--- src/design/flame_alt_cfg_map.vh ---
`ifndef FLAME_ALT_CFG_MAP_VH
`define FLAME_ALT_CFG_MAP_VH
// register addresses (modbus data address)
`define ADDR_FLAME_OFF_A      16'h9C82
`define ADDR_FLAME_OFF_B      16'h9C83
`define ADDR_FLAME_OFF_C      16'h9C84
`define ADDR_HEAD_SEL_A       16'h9C85
`define ADDR_HEAD_SEL_B       16'h9C86
`define ADDR_HEAD_SEL_C       16'h9C87
`define ADDR_GAIN_A           16'h9C88
`define ADDR_GAIN_B           16'h9C89
`define ADDR_GAIN_C           16'h9C8A
`define ADDR_ALARM_A          16'h9C8B
`define ADDR_ALARM_B          16'h9C8C
`define ADDR_ALARM_C          16'h9C8D
`define ADDR_DELAY_AB         16'h9C8E
`define ADDR_FAIL_RESP_AB     16'h9C8F
`define ADDR_DELAY_C          16'h9C91
`define ADDR_FAIL_RESP_C      16'h9C92
`define ADDR_SWITCH           16'h9C93
`define ADDR_ERROR_CODE       16'h9C94
`define ADDR_SERIAL_RATE      16'h9C95
`define ADDR_SERIAL_PARITY    16'h9C96
`define ADDR_SERIAL_ADDR      16'h9C97
// value limits
`define MAX_COUNTS            16'h0BB7
`define MAX_GAIN              16'h0064
`define FACTORY_RESET_KEY     16'h7570
`define MAX_MULTI_REGS        3'h5
// function codes
`define FUNC_READ             8'h03
`define FUNC_WRITE_ONE        8'h06
`define FUNC_WRITE_MANY       8'h10
// exception codes
`define EXC_NONE              8'h00
`define EXC_ILLEGAL_FUNC      8'h01
`define EXC_ILLEGAL_ADDR      8'h02
`define EXC_ILLEGAL_VALUE     8'h03
// field positions
`define HEAD_LSB              4
`define IR_BIT                6
`define UV_BIT                7
`define SW_CHAN_A_BIT         4
// factory defaults
`define DEF_FLAME_OFF         16'h0000
`define DEF_HEAD_SEL          16'h0000
`define DEF_GAIN              16'h0064
`define DEF_GAIN_OUT          8'h64
`define DEF_ALARM             16'h0000
`define DEF_TIME              16'h0000
`define DEF_SWITCH            16'h0070
`define DEF_RATE              16'h0000
`define DEF_PARITY            16'h0000
`define DEF_SLAVE_ADDR        16'h0001
`endif

--- src/design/flame_alt_cfg_regs.v ---
// Contract
// - alternate flame-off threshold per channel, accepted only 0 to 2999
// - config word bits 5:4 select viewing head, zero means none
// - config word bit 6 enables infrared, bit 7 ultraviolet
// - alternate analog output gain per channel, range 0 to 100
// - alternate alarm threshold per channel, range 0 to 2999
// - delay word: low nibble channel A, next nibble channel B
// - fail response word: low nibble channel A, next nibble channel B
// - channel C delay and fail response live in own registers
// - switch bits 4,5,6 pick primary (1) or alternate for A,B,C
// - switch readable from both ports, writable only from RS-422
// - writing 30064 to switch over front port restores factory defaults
// - error code valid on RS-422 reads, front port reads undefined
// - serial rate, parity, address reachable only from front port
// - function 03 reads, function 06 writes one register
// - function 16 writes up to five consecutive registers
// - multi write commits values before first bad one, then exception
`timescale 1ns/100ps
`include "flame_alt_cfg_map.vh"
module flame_alt_cfg_regs (
  // clock and reset
  input  wire        clock,
  input  wire        reset,
  // request from frame decoder (same clock)
  input  wire        req_valid,
  input  wire        req_front_port,
  input  wire [7:0]  req_function,
  input  wire [15:0] req_address,
  input  wire [15:0] req_data,
  input  wire        req_first,
  input  wire        req_last,
  // answer
  output reg         rsp_valid,
  output reg  [15:0] rsp_data,
  output reg  [7:0]  rsp_exception,
  // error code source
  input  wire [15:0] link_error_in,
  // decoded settings
  output reg  [5:0]  viewing_head_index,
  output reg  [2:0]  ir_enable,
  output reg  [2:0]  uv_enable,
  output reg  [2:0]  primary_select,
  output reg  [47:0] flame_off_levels,
  output reg  [47:0] alarm_levels,
  output reg  [23:0] gain_levels,
  output reg  [11:0] delay_secs,
  output reg  [11:0] flame_fail_response_time,
  output reg  [15:0] serial_rate_out,
  output reg  [15:0] serial_parity_out,
  output reg  [15:0] serial_slave_address_out
);

  reg  [15:0] flame_off_reg [0:2];
  reg  [15:0] head_sel_reg  [0:2];
  reg  [15:0] gain_reg      [0:2];
  reg  [15:0] alarm_reg     [0:2];
  reg  [15:0] delay_ab_reg;
  reg  [15:0] fail_ab_reg;
  reg  [15:0] delay_c_reg;
  reg  [15:0] fail_c_reg;
  reg  [15:0] switch_reg;
  reg  [15:0] rate_reg;
  reg  [15:0] parity_reg;
  reg  [15:0] slave_addr_reg;
  reg         abort_reg;
  reg  [2:0]  burst_count_reg;

  reg  [15:0] rd_data;
  reg         addr_ok;
  reg         val_ok;
  reg         wr_allowed;
  reg  [1:0]  chan;
  reg  [3:0]  group;
  wire        is_read;
  wire        is_write;
  wire        func_ok;
  wire        factory_cmd;
  wire [2:0]  burst_now;
  wire        burst_over;

  assign is_read   = (req_function == `FUNC_READ);
  assign is_write  = (req_function == `FUNC_WRITE_ONE) ||
                     (req_function == `FUNC_WRITE_MANY);
  assign func_ok   = is_read || is_write;
  assign factory_cmd = is_write && req_front_port &&
                       (req_address == `ADDR_SWITCH) &&
                       (req_data == `FACTORY_RESET_KEY);
  assign burst_now = req_first ? 3'h1 :
                     (&burst_count_reg) ? burst_count_reg :
                     burst_count_reg + 3'h1;
  assign burst_over = (req_function == `FUNC_WRITE_MANY) &&
                      (burst_now > `MAX_MULTI_REGS);

  // address decode, read mux and value check
  always @* begin
    chan       = 2'h0;
    group      = 4'hF;
    addr_ok    = 1'b1;
    val_ok     = 1'b1;
    wr_allowed = 1'b1;
    rd_data    = 16'h0000;
    // array slots: group picks the kind, chan the channel
    case (req_address)
      `ADDR_FLAME_OFF_A: begin
        group = 4'h0;
        chan  = 2'h0;
      end
      `ADDR_FLAME_OFF_B: begin
        group = 4'h0;
        chan  = 2'h1;
      end
      `ADDR_FLAME_OFF_C: begin
        group = 4'h0;
        chan  = 2'h2;
      end
      `ADDR_HEAD_SEL_A: begin
        group = 4'h1;
        chan  = 2'h0;
      end
      `ADDR_HEAD_SEL_B: begin
        group = 4'h1;
        chan  = 2'h1;
      end
      `ADDR_HEAD_SEL_C: begin
        group = 4'h1;
        chan  = 2'h2;
      end
      `ADDR_GAIN_A: begin
        group = 4'h2;
        chan  = 2'h0;
      end
      `ADDR_GAIN_B: begin
        group = 4'h2;
        chan  = 2'h1;
      end
      `ADDR_GAIN_C: begin
        group = 4'h2;
        chan  = 2'h2;
      end
      `ADDR_ALARM_A: begin
        group = 4'h3;
        chan  = 2'h0;
      end
      `ADDR_ALARM_B: begin
        group = 4'h3;
        chan  = 2'h1;
      end
      `ADDR_ALARM_C: begin
        group = 4'h3;
        chan  = 2'h2;
      end
      default: group = 4'hF;
    endcase
    case (group)
      4'h0: begin
        rd_data = flame_off_reg[chan];
        val_ok  = (req_data <= `MAX_COUNTS);
      end
      4'h1: rd_data = head_sel_reg[chan];
      4'h2: begin
        rd_data = gain_reg[chan];
        val_ok  = (req_data <= `MAX_GAIN);
      end
      4'h3: begin
        rd_data = alarm_reg[chan];
        val_ok  = (req_data <= `MAX_COUNTS);
      end
      default: begin
        case (req_address)
          `ADDR_DELAY_AB:     rd_data = delay_ab_reg;
          `ADDR_FAIL_RESP_AB: rd_data = fail_ab_reg;
          `ADDR_DELAY_C:      rd_data = delay_c_reg;
          `ADDR_FAIL_RESP_C:  rd_data = fail_c_reg;
          `ADDR_SWITCH: begin
            rd_data    = switch_reg;
            wr_allowed = !req_front_port;
          end
          `ADDR_ERROR_CODE: begin
            // front port read undefined, zero here
            rd_data    = req_front_port ? 16'h0000 : link_error_in;
            wr_allowed = 1'b0;
          end
          `ADDR_SERIAL_RATE: begin
            rd_data = rate_reg;
            addr_ok = req_front_port;
          end
          `ADDR_SERIAL_PARITY: begin
            rd_data = parity_reg;
            addr_ok = req_front_port;
          end
          `ADDR_SERIAL_ADDR: begin
            rd_data = slave_addr_reg;
            addr_ok = req_front_port;
          end
          default: addr_ok = 1'b0;
        endcase
      end
    endcase
  end

  integer i;
  always @(posedge clock) begin
    if (reset || (req_valid && factory_cmd)) begin
      for (i = 0; i < 3; i = i + 1) begin
        flame_off_reg[i] <= `DEF_FLAME_OFF;
        head_sel_reg[i]  <= `DEF_HEAD_SEL;
        gain_reg[i]      <= `DEF_GAIN;
        alarm_reg[i]     <= `DEF_ALARM;
      end
      delay_ab_reg   <= `DEF_TIME;
      fail_ab_reg    <= `DEF_TIME;
      delay_c_reg    <= `DEF_TIME;
      fail_c_reg     <= `DEF_TIME;
      switch_reg     <= `DEF_SWITCH;
      rate_reg       <= `DEF_RATE;
      parity_reg     <= `DEF_PARITY;
      slave_addr_reg <= `DEF_SLAVE_ADDR;
    end else if (req_valid && is_write && addr_ok && val_ok && wr_allowed
                 && !(abort_reg && !req_first) && !burst_over) begin
      // only values ahead of the first bad one commit
      case (group)
        4'h0: flame_off_reg[chan] <= req_data;
        4'h1: head_sel_reg[chan]  <= req_data;
        // third gain slot is channel C
        4'h2: gain_reg[chan]      <= req_data;
        4'h3: alarm_reg[chan]     <= req_data;
        default: begin
          case (req_address)
            `ADDR_DELAY_AB:      delay_ab_reg   <= req_data;
            `ADDR_FAIL_RESP_AB:  fail_ab_reg    <= req_data;
            `ADDR_DELAY_C:       delay_c_reg    <= req_data;
            `ADDR_FAIL_RESP_C:   fail_c_reg     <= req_data;
            `ADDR_SWITCH:        switch_reg     <= req_data;
            `ADDR_SERIAL_RATE:   rate_reg       <= req_data;
            `ADDR_SERIAL_PARITY: parity_reg     <= req_data;
            `ADDR_SERIAL_ADDR:   slave_addr_reg <= req_data;
            default: ;
          endcase
        end
      endcase
    end
  end

  // burst tracking and answers
  always @(posedge clock) begin
    if (reset) begin
      abort_reg       <= 1'b0;
      burst_count_reg <= 3'h0;
      rsp_valid       <= 1'b0;
      rsp_data        <= 16'h0000;
      rsp_exception   <= `EXC_NONE;
    end else begin
      rsp_valid <= 1'b0;
      if (req_valid) begin
        burst_count_reg <= req_last ? 3'h0 : burst_now;
        if (req_first)
          rsp_exception <= `EXC_NONE;
        if (!func_ok) begin
          rsp_exception <= `EXC_ILLEGAL_FUNC;
          abort_reg     <= 1'b1;
        end else if (!(abort_reg && !req_first) && !factory_cmd) begin
          if (!addr_ok || (is_write && !wr_allowed) || burst_over) begin
            rsp_exception <= `EXC_ILLEGAL_ADDR;
            abort_reg     <= 1'b1;
          end else if (is_write && !val_ok) begin
            rsp_exception <= `EXC_ILLEGAL_VALUE;
            abort_reg     <= 1'b1;
          end else if (req_first) begin
            abort_reg <= 1'b0;
          end
        end else if (req_first) begin
          abort_reg <= 1'b0;
        end
        rsp_data  <= is_read ? rd_data : req_data;
        rsp_valid <= 1'b1;
      end
    end
  end

  // decoded setting outputs
  genvar g;
  generate
    for (g = 0; g < 3; g = g + 1) begin : chan_out
      always @(posedge clock) begin
        if (reset) begin
          viewing_head_index[2*g+1:2*g] <= 2'h0;
          ir_enable[g]                  <= 1'b0;
          uv_enable[g]                  <= 1'b0;
          primary_select[g]             <= 1'b1;
          flame_off_levels[16*g+15:16*g] <= `DEF_FLAME_OFF;
          alarm_levels[16*g+15:16*g]     <= `DEF_ALARM;
          gain_levels[8*g+7:8*g]         <= `DEF_GAIN_OUT;
        end else begin
          viewing_head_index[2*g+1:2*g] <=
            head_sel_reg[g][`HEAD_LSB+1:`HEAD_LSB];
          ir_enable[g] <= head_sel_reg[g][`IR_BIT];
          uv_enable[g] <= head_sel_reg[g][`UV_BIT];
          primary_select[g] <= switch_reg[`SW_CHAN_A_BIT+g];
          flame_off_levels[16*g+15:16*g] <= flame_off_reg[g];
          alarm_levels[16*g+15:16*g]     <= alarm_reg[g];
          gain_levels[8*g+7:8*g]         <= gain_reg[g][7:0];
        end
      end
    end
  endgenerate

  always @(posedge clock) begin
    if (reset) begin
      delay_secs               <= 12'h000;
      flame_fail_response_time <= 12'h000;
      serial_rate_out          <= `DEF_RATE;
      serial_parity_out        <= `DEF_PARITY;
      serial_slave_address_out <= `DEF_SLAVE_ADDR;
    end else begin
      delay_secs <= {delay_c_reg[3:0], delay_ab_reg[7:4], delay_ab_reg[3:0]};
      flame_fail_response_time <=
        {fail_c_reg[3:0], fail_ab_reg[7:4], fail_ab_reg[3:0]};
      serial_rate_out          <= rate_reg;
      serial_parity_out        <= parity_reg;
      serial_slave_address_out <= slave_addr_reg;
    end
  end

endmodule // flame_alt_cfg_regs

--- config.mk ---
export PLATFORM = sky130hd
export DESIGN_NAME = flame_alt_cfg_regs
export DESIGN_NICKNAME = d
export VERILOG_FILES = /design/src/design/flame_alt_cfg_regs.v
export VERILOG_INCLUDE_DIRS = /design/src /design/src/design
export SDC_FILE = /design/constraint.sdc
export NUM_CORES = 1
export LEC_CHECK = 0
export ABC_AREA = 1
export BUFFER_PORTS_ARGS = -buffer_cell sky130_fd_sc_hd__buf_2
export CORE_AREA = 2 2 215 217
export CTS_CLUSTER_SIZE = 14
export DETAILED_ROUTE_END_ITERATION = 16
export DIE_AREA = 0 0 217 219
export GPL_ROUTABILITY_DRIVEN = 0
export GPL_TIMING_DRIVEN = 0
export PLACE_DENSITY_LB_ADDON = 0.2
export SLEW_MARGIN = 20
export SYNTH_ARGS = -nofsm -noshare
export SYNTH_HDL_FRONTEND = slang
export SYNTH_SLANG_ARGS = --single-unit
--- constraint.sdc ---
create_clock -name clock -period 2.9 [get_ports clock]
set_input_delay 0.145 -clock clock [delete_from_list [all_inputs] [get_ports clock]]
set_output_delay 0.145 -clock clock [all_outputs]
set_load 0.01 [all_outputs]
# == Word-level counts from Yosys, hierarchy flattened ==
# Memory sizes are Yosys's and may differ from the RTL's. A register that Yosys moved wholly into a read port is not among the register bits.
# Cells that the tools add are included.
# op_classes
bitwise,1
order_cmp,3
muxes,55
n_reduce_logical,52
n_addsub,1
eq_ne,28
# ops
operator,n
$eq A16 B16 Y1 const B,21
$pmux W16 S9,1
$mux W16,6
$pmux W16 S4,1
$reduce_or A16 Y1,4
$mux W8,5
$mux W1,30
$reduce_and A3 Y1,9
$eq A16 B15 Y1 const B,1
$le A16 B12 Y1 const B,1
$le A16 B7 Y1 const B,1
$pmux W4 S4,1
$logic_and A1 B1 Y1,15
$reduce_or A3 Y1,5
$reduce_or A4 Y1,3
$mux W3,3
$eq A4 B2 Y1 const B,2
$eq A8 B2 Y1 const B,1
$eq A8 B3 Y1 const B,1
$eq A8 B5 Y1 const B,1
$logic_not A1 Y1,8
$mux W2,4
$pmux W1 S2,3
$reduce_or A6 Y1,1
other kinds (8),12
# totals
ramBits,192
inputBits,62
output_inout_bits,232
regBits,232
wordCells,165
n_memories,4
# mem_list
name,depth,width,read_ports,rd_ports_with_merged_regs,wr,line_no,source
alarm_reg,3,16,4,3,3,flame_alt_cfg_regs.v:56,reg [15:0] alarm_reg [0:2];
flame_off_reg,3,16,4,3,3,flame_alt_cfg_regs.v:53,reg [15:0] flame_off_reg [0:2];
gain_reg,3,16,4,3,3,flame_alt_cfg_regs.v:55,reg [15:0] gain_reg [0:2];
head_sel_reg,3,16,4,3,3,flame_alt_cfg_regs.v:54,reg [15:0] head_sel_reg [0:2];

# == Depth between registers and ports, before layout ==
# logic_depth
depth_word,16
ltp_mapped,19
mapped_depth_nobuf,17

# == Least setup slack after synthesis ==
# OpenSTA, ideal clock, no wires.
# synth_timing
path_kind,input to register
start,input port req_address[11]
end,"memory head_sel_reg[1][0], enable pin"
required_time_ps,2528
arrival_time_ps,2462
cell_stages,16
n_path_buf,2
setup_ps,372
setup_slack_ps,66
cell_sequence,nand2_1 inv_2 nand2_1 nor2_2 buf_2 nand3_1 nand3_2 nor2_1 nand3_1 o21ai_0 nor2_1 nand2_1 nor2_1 nand2_1 buf_2 nand2_1
# synth_lines
item,line_no,source
"start, declared",flame_alt_cfg_regs.v:28,"input wire [15:0] req_address,"
"end, declared",flame_alt_cfg_regs.v:54,

==> results.toml <==
[run_status]
status = "finished, final reports clean"

[power]
power_switching_uw = 3872
p_comb_frac = 0.053
power_uw = 16630
p_per_area_nw_per_um2 = 593.5
leakagePower_uw = 0.01298
swShare = 0.2328
clock_power_share = 0.443
seq_power_share = 0.504
peakVddDrop_mv = 0.4695
internal-power_uw = 12760

[grt]
grt_pass1_vias = 20220
grt_max_degree = 17
grt.overflow.total = 0
antenna_found_initial = 2
grt_use_total = 0.3254
grt_pass1_wl_mm = 116.2

[job]
maxCapViolCount = 0

[detailed_routing]
antenna_left = 0
wirelength_mm = 78.91
drc = 0
dr.pass1.iters = 6
initialDrtViolationCount = 2855
via_count = 21490
routedWlPerCell_um = 19.56
viasPerCell = 5.327

[sta]
skew_ns = 0.02589
rsz0062_at_grt = "yes"
hold_viol = 0
min_period_over_period = 0.9720
slew_violations = 0
whs_ns = 0.03504
tightest_slew_ns = 1.207
setup_viol = 0
period_needed_ns = 2.819
slew_headroom = 0.1926
max_freq_ghz = 0.3548

[synth]
synth_seq_cells = 556
postSynthCellCount = 2970
ys_seq_area_frac = 0.5592
ys.warnings.count = 0
yosys_most_used_dff = "dfxtp_1"
async_flop_share = 0
syn_area_sq_um = 23340
avgSynthCellArea_sq_um = 7.859
synth_edf_count = 192
synth_cell_types = 33

[critical_path]
arrival_ns = 3.13
startpoint = "burst_count_reg[0]"
startpoint_type = "register"
crit_path_top_delay_cell = "dfxtp_1"
critPathTopFamily = "simple AND/OR/NAND/NOR gates"
cp_max_fo = 10
path_cells = "ha_1 > nand2_1 > inv_1 > nor2_1 > or3_1 > inv_1 > nand2_1 > o21ai_0 > nor2_2 > buf_6 > nand3_2 > inv_1 > nand2_1 > nand2_4"
worst_r2r_startpoint = "burst_count_reg[0]"
endpoint_kind = "register"
cp.buffers_inverters = 4
critPathKind = "register to register"
cpPeakStageDelay_ns = 0.33
crit_required_ns = 3.21

[cts]
insertion_delay_ns = 0.62
clkTransAtPathRegs_ns = 0.07
cts_buffers = 55
max-clock-path-buffers = 3
htreeDepth = 2
cts_sinks = 556
cts_tree = "done"
clockRootBuffer = "clkbuf_16"

[die]
placeableCoreArea_sq_um = 45090
die_h_um = 219
initial_core_util = 0.5177
std_cell_rows = 78
io_pins = 294
fp.dieW_um = 217
dieArea_sq_um = 47520

[min_path]
hold_class = "primary input to register"
hold_path_startpoint = "req_data[15]"

[finish]
diodes = 0
drive_gt1_frac = 0.1500
area_growth_pct = 20.07
nets = 3450

[placed_design]
io_buffers = 292
dp_hpwl_mm = 58.06
[area by class of cell]
cell class	instances	area, sq um
fillers	4023	17060
flip-flops and latches	556	13050
multi-input cells	1846	8195
inverters	454	1704
clock buffers	79	1685
repair buffers	302	1558
plain buffers	172	872.1
well taps	600	750.7
clock inverters	25	207.7
[Yosys cell counts (all sizes together), types with 10 or more instances]
master / instances / area (sq um)
nand2: 668 / 2510
edfxtp: 192 / 5766
inv: 443 / 1663
clkinv: 11 / 41.29
nand3: 192 / 1084
nor2: 645 / 2429
o21ai: 15 / 75.07
dfxtp: 364 / 7287
nand4: 141 / 882.1
buf: 57 / 407.9
o22ai: 46 / 287.8
clkbuf: 116 / 435.4
or2: 10 / 62.56
a21oi: 46 / 230.2
[routing by layer]
layer / vias up / wire [um] / track usage
li1: 10060 / - / -
met1: 9870 / 29160 / 0.3901
met2: 1251 / 36380 / 0.5263
met3: 307 / 7548 / 0.07124
met4: 4 / 5793 / 0.2208
met5: - / 30 / 0
[per-stage QoR]
stage               setup slack (ns)  cell area [sq um]    util  TNS [ns]  instances
CTS                          0.01200              27940  0.6197         0       4030
global placement              -1.290              25740  0.5709   -302.64       3912
detailed placement            -1.313              25760  0.5714   -314.39       3914
finish                       0.08123              28030  0.6216         0       4034
floorplan                    0.06614              23530       -         0       3020
global route                -0.09659              28030  0.6216    -4.363       4034
[logic make-up (layout without fill, tap and decap cells)]
logic type,Yosys count,after routing,synth area share
flip-flops,556,556,0.5592
AO/OA/AOI/OAI,115,115,0.02814
other,1,51,0.0001607
buffers and inverters,627,1032,0.1091
adder cells (fa/ha/maj),1,1,0.0005360
AND/OR/NAND/NOR,1670,1679,0.3028
[worst min-delay path, delay by kind of cell]
| family | cells | cell delay (ns) |
|---|---|---|
| buf+inv | 2 | 0.20 |
| simple gates | 3 | 0.26 |
[cell usage in the layout, fill, tap and decap left out, drive strengths merged]
| master | instances |
|---|---|
| a21oi | 46 |
| a31oi | 1 |
| buf | 356 |
| bufinv | 2 |
| clkbuf | 190 |
| clkinv | 24 |
| clkinvlp | 5 |
| conb | 51 |
| dfxtp | 364 |
| dlygate4sd3 | 7 |
| edfxtp | 192 |
| ha | 1 |
| inv | 448 |
| nand2 | 677 |
| nand3 | 192 |
| nand3b | 2 |
| nand4 | 141 |
| nor2 | 645 |
| nor3 | 7 |
| nor4 | 4 |
| o2111ai | 4 |
| o211ai | 3 |
| o21ai | 15 |
| o22ai | 46 |
| or2 | 10 |
| or3 | 1 |
[power groups by stage]
stage / clock [uW] / sequential (uW) / combinational (uW)
finish: 7360 / 8380 / 887
global route: 7710 / 8400 / 943
CTS: 7380 / 8380 / 855
detailed placement: 0 / 8550 / 822
global placement: 0 / 8540 / 812
floorplan: 0 / 8570 / 383
[final timing paths]
check             depth (start not counted)  slack, ns                  to
setup / recovery                         14       0.08     gain_reg[0][14]
setup reg to reg                         14       0.08     gain_reg[0][14]
hold / removal                            5       0.04  slave_addr_reg[15]
hold reg to reg                           2       0.45    rsp_exception[2]
[timing repair]
item / 4_1_cts / 5_1_grt
endpoints found under the hold margin: 14 / 0
hold buffers: 7 / 0
resized for setup: 48 / 27
pin swaps: 6 / 4
gates cloned: 6 / 3
setup endpoints to repair: 207 / 289
buffers inserted: 0 / 1
No activity file was read; power rests on OpenSTA's default activity.
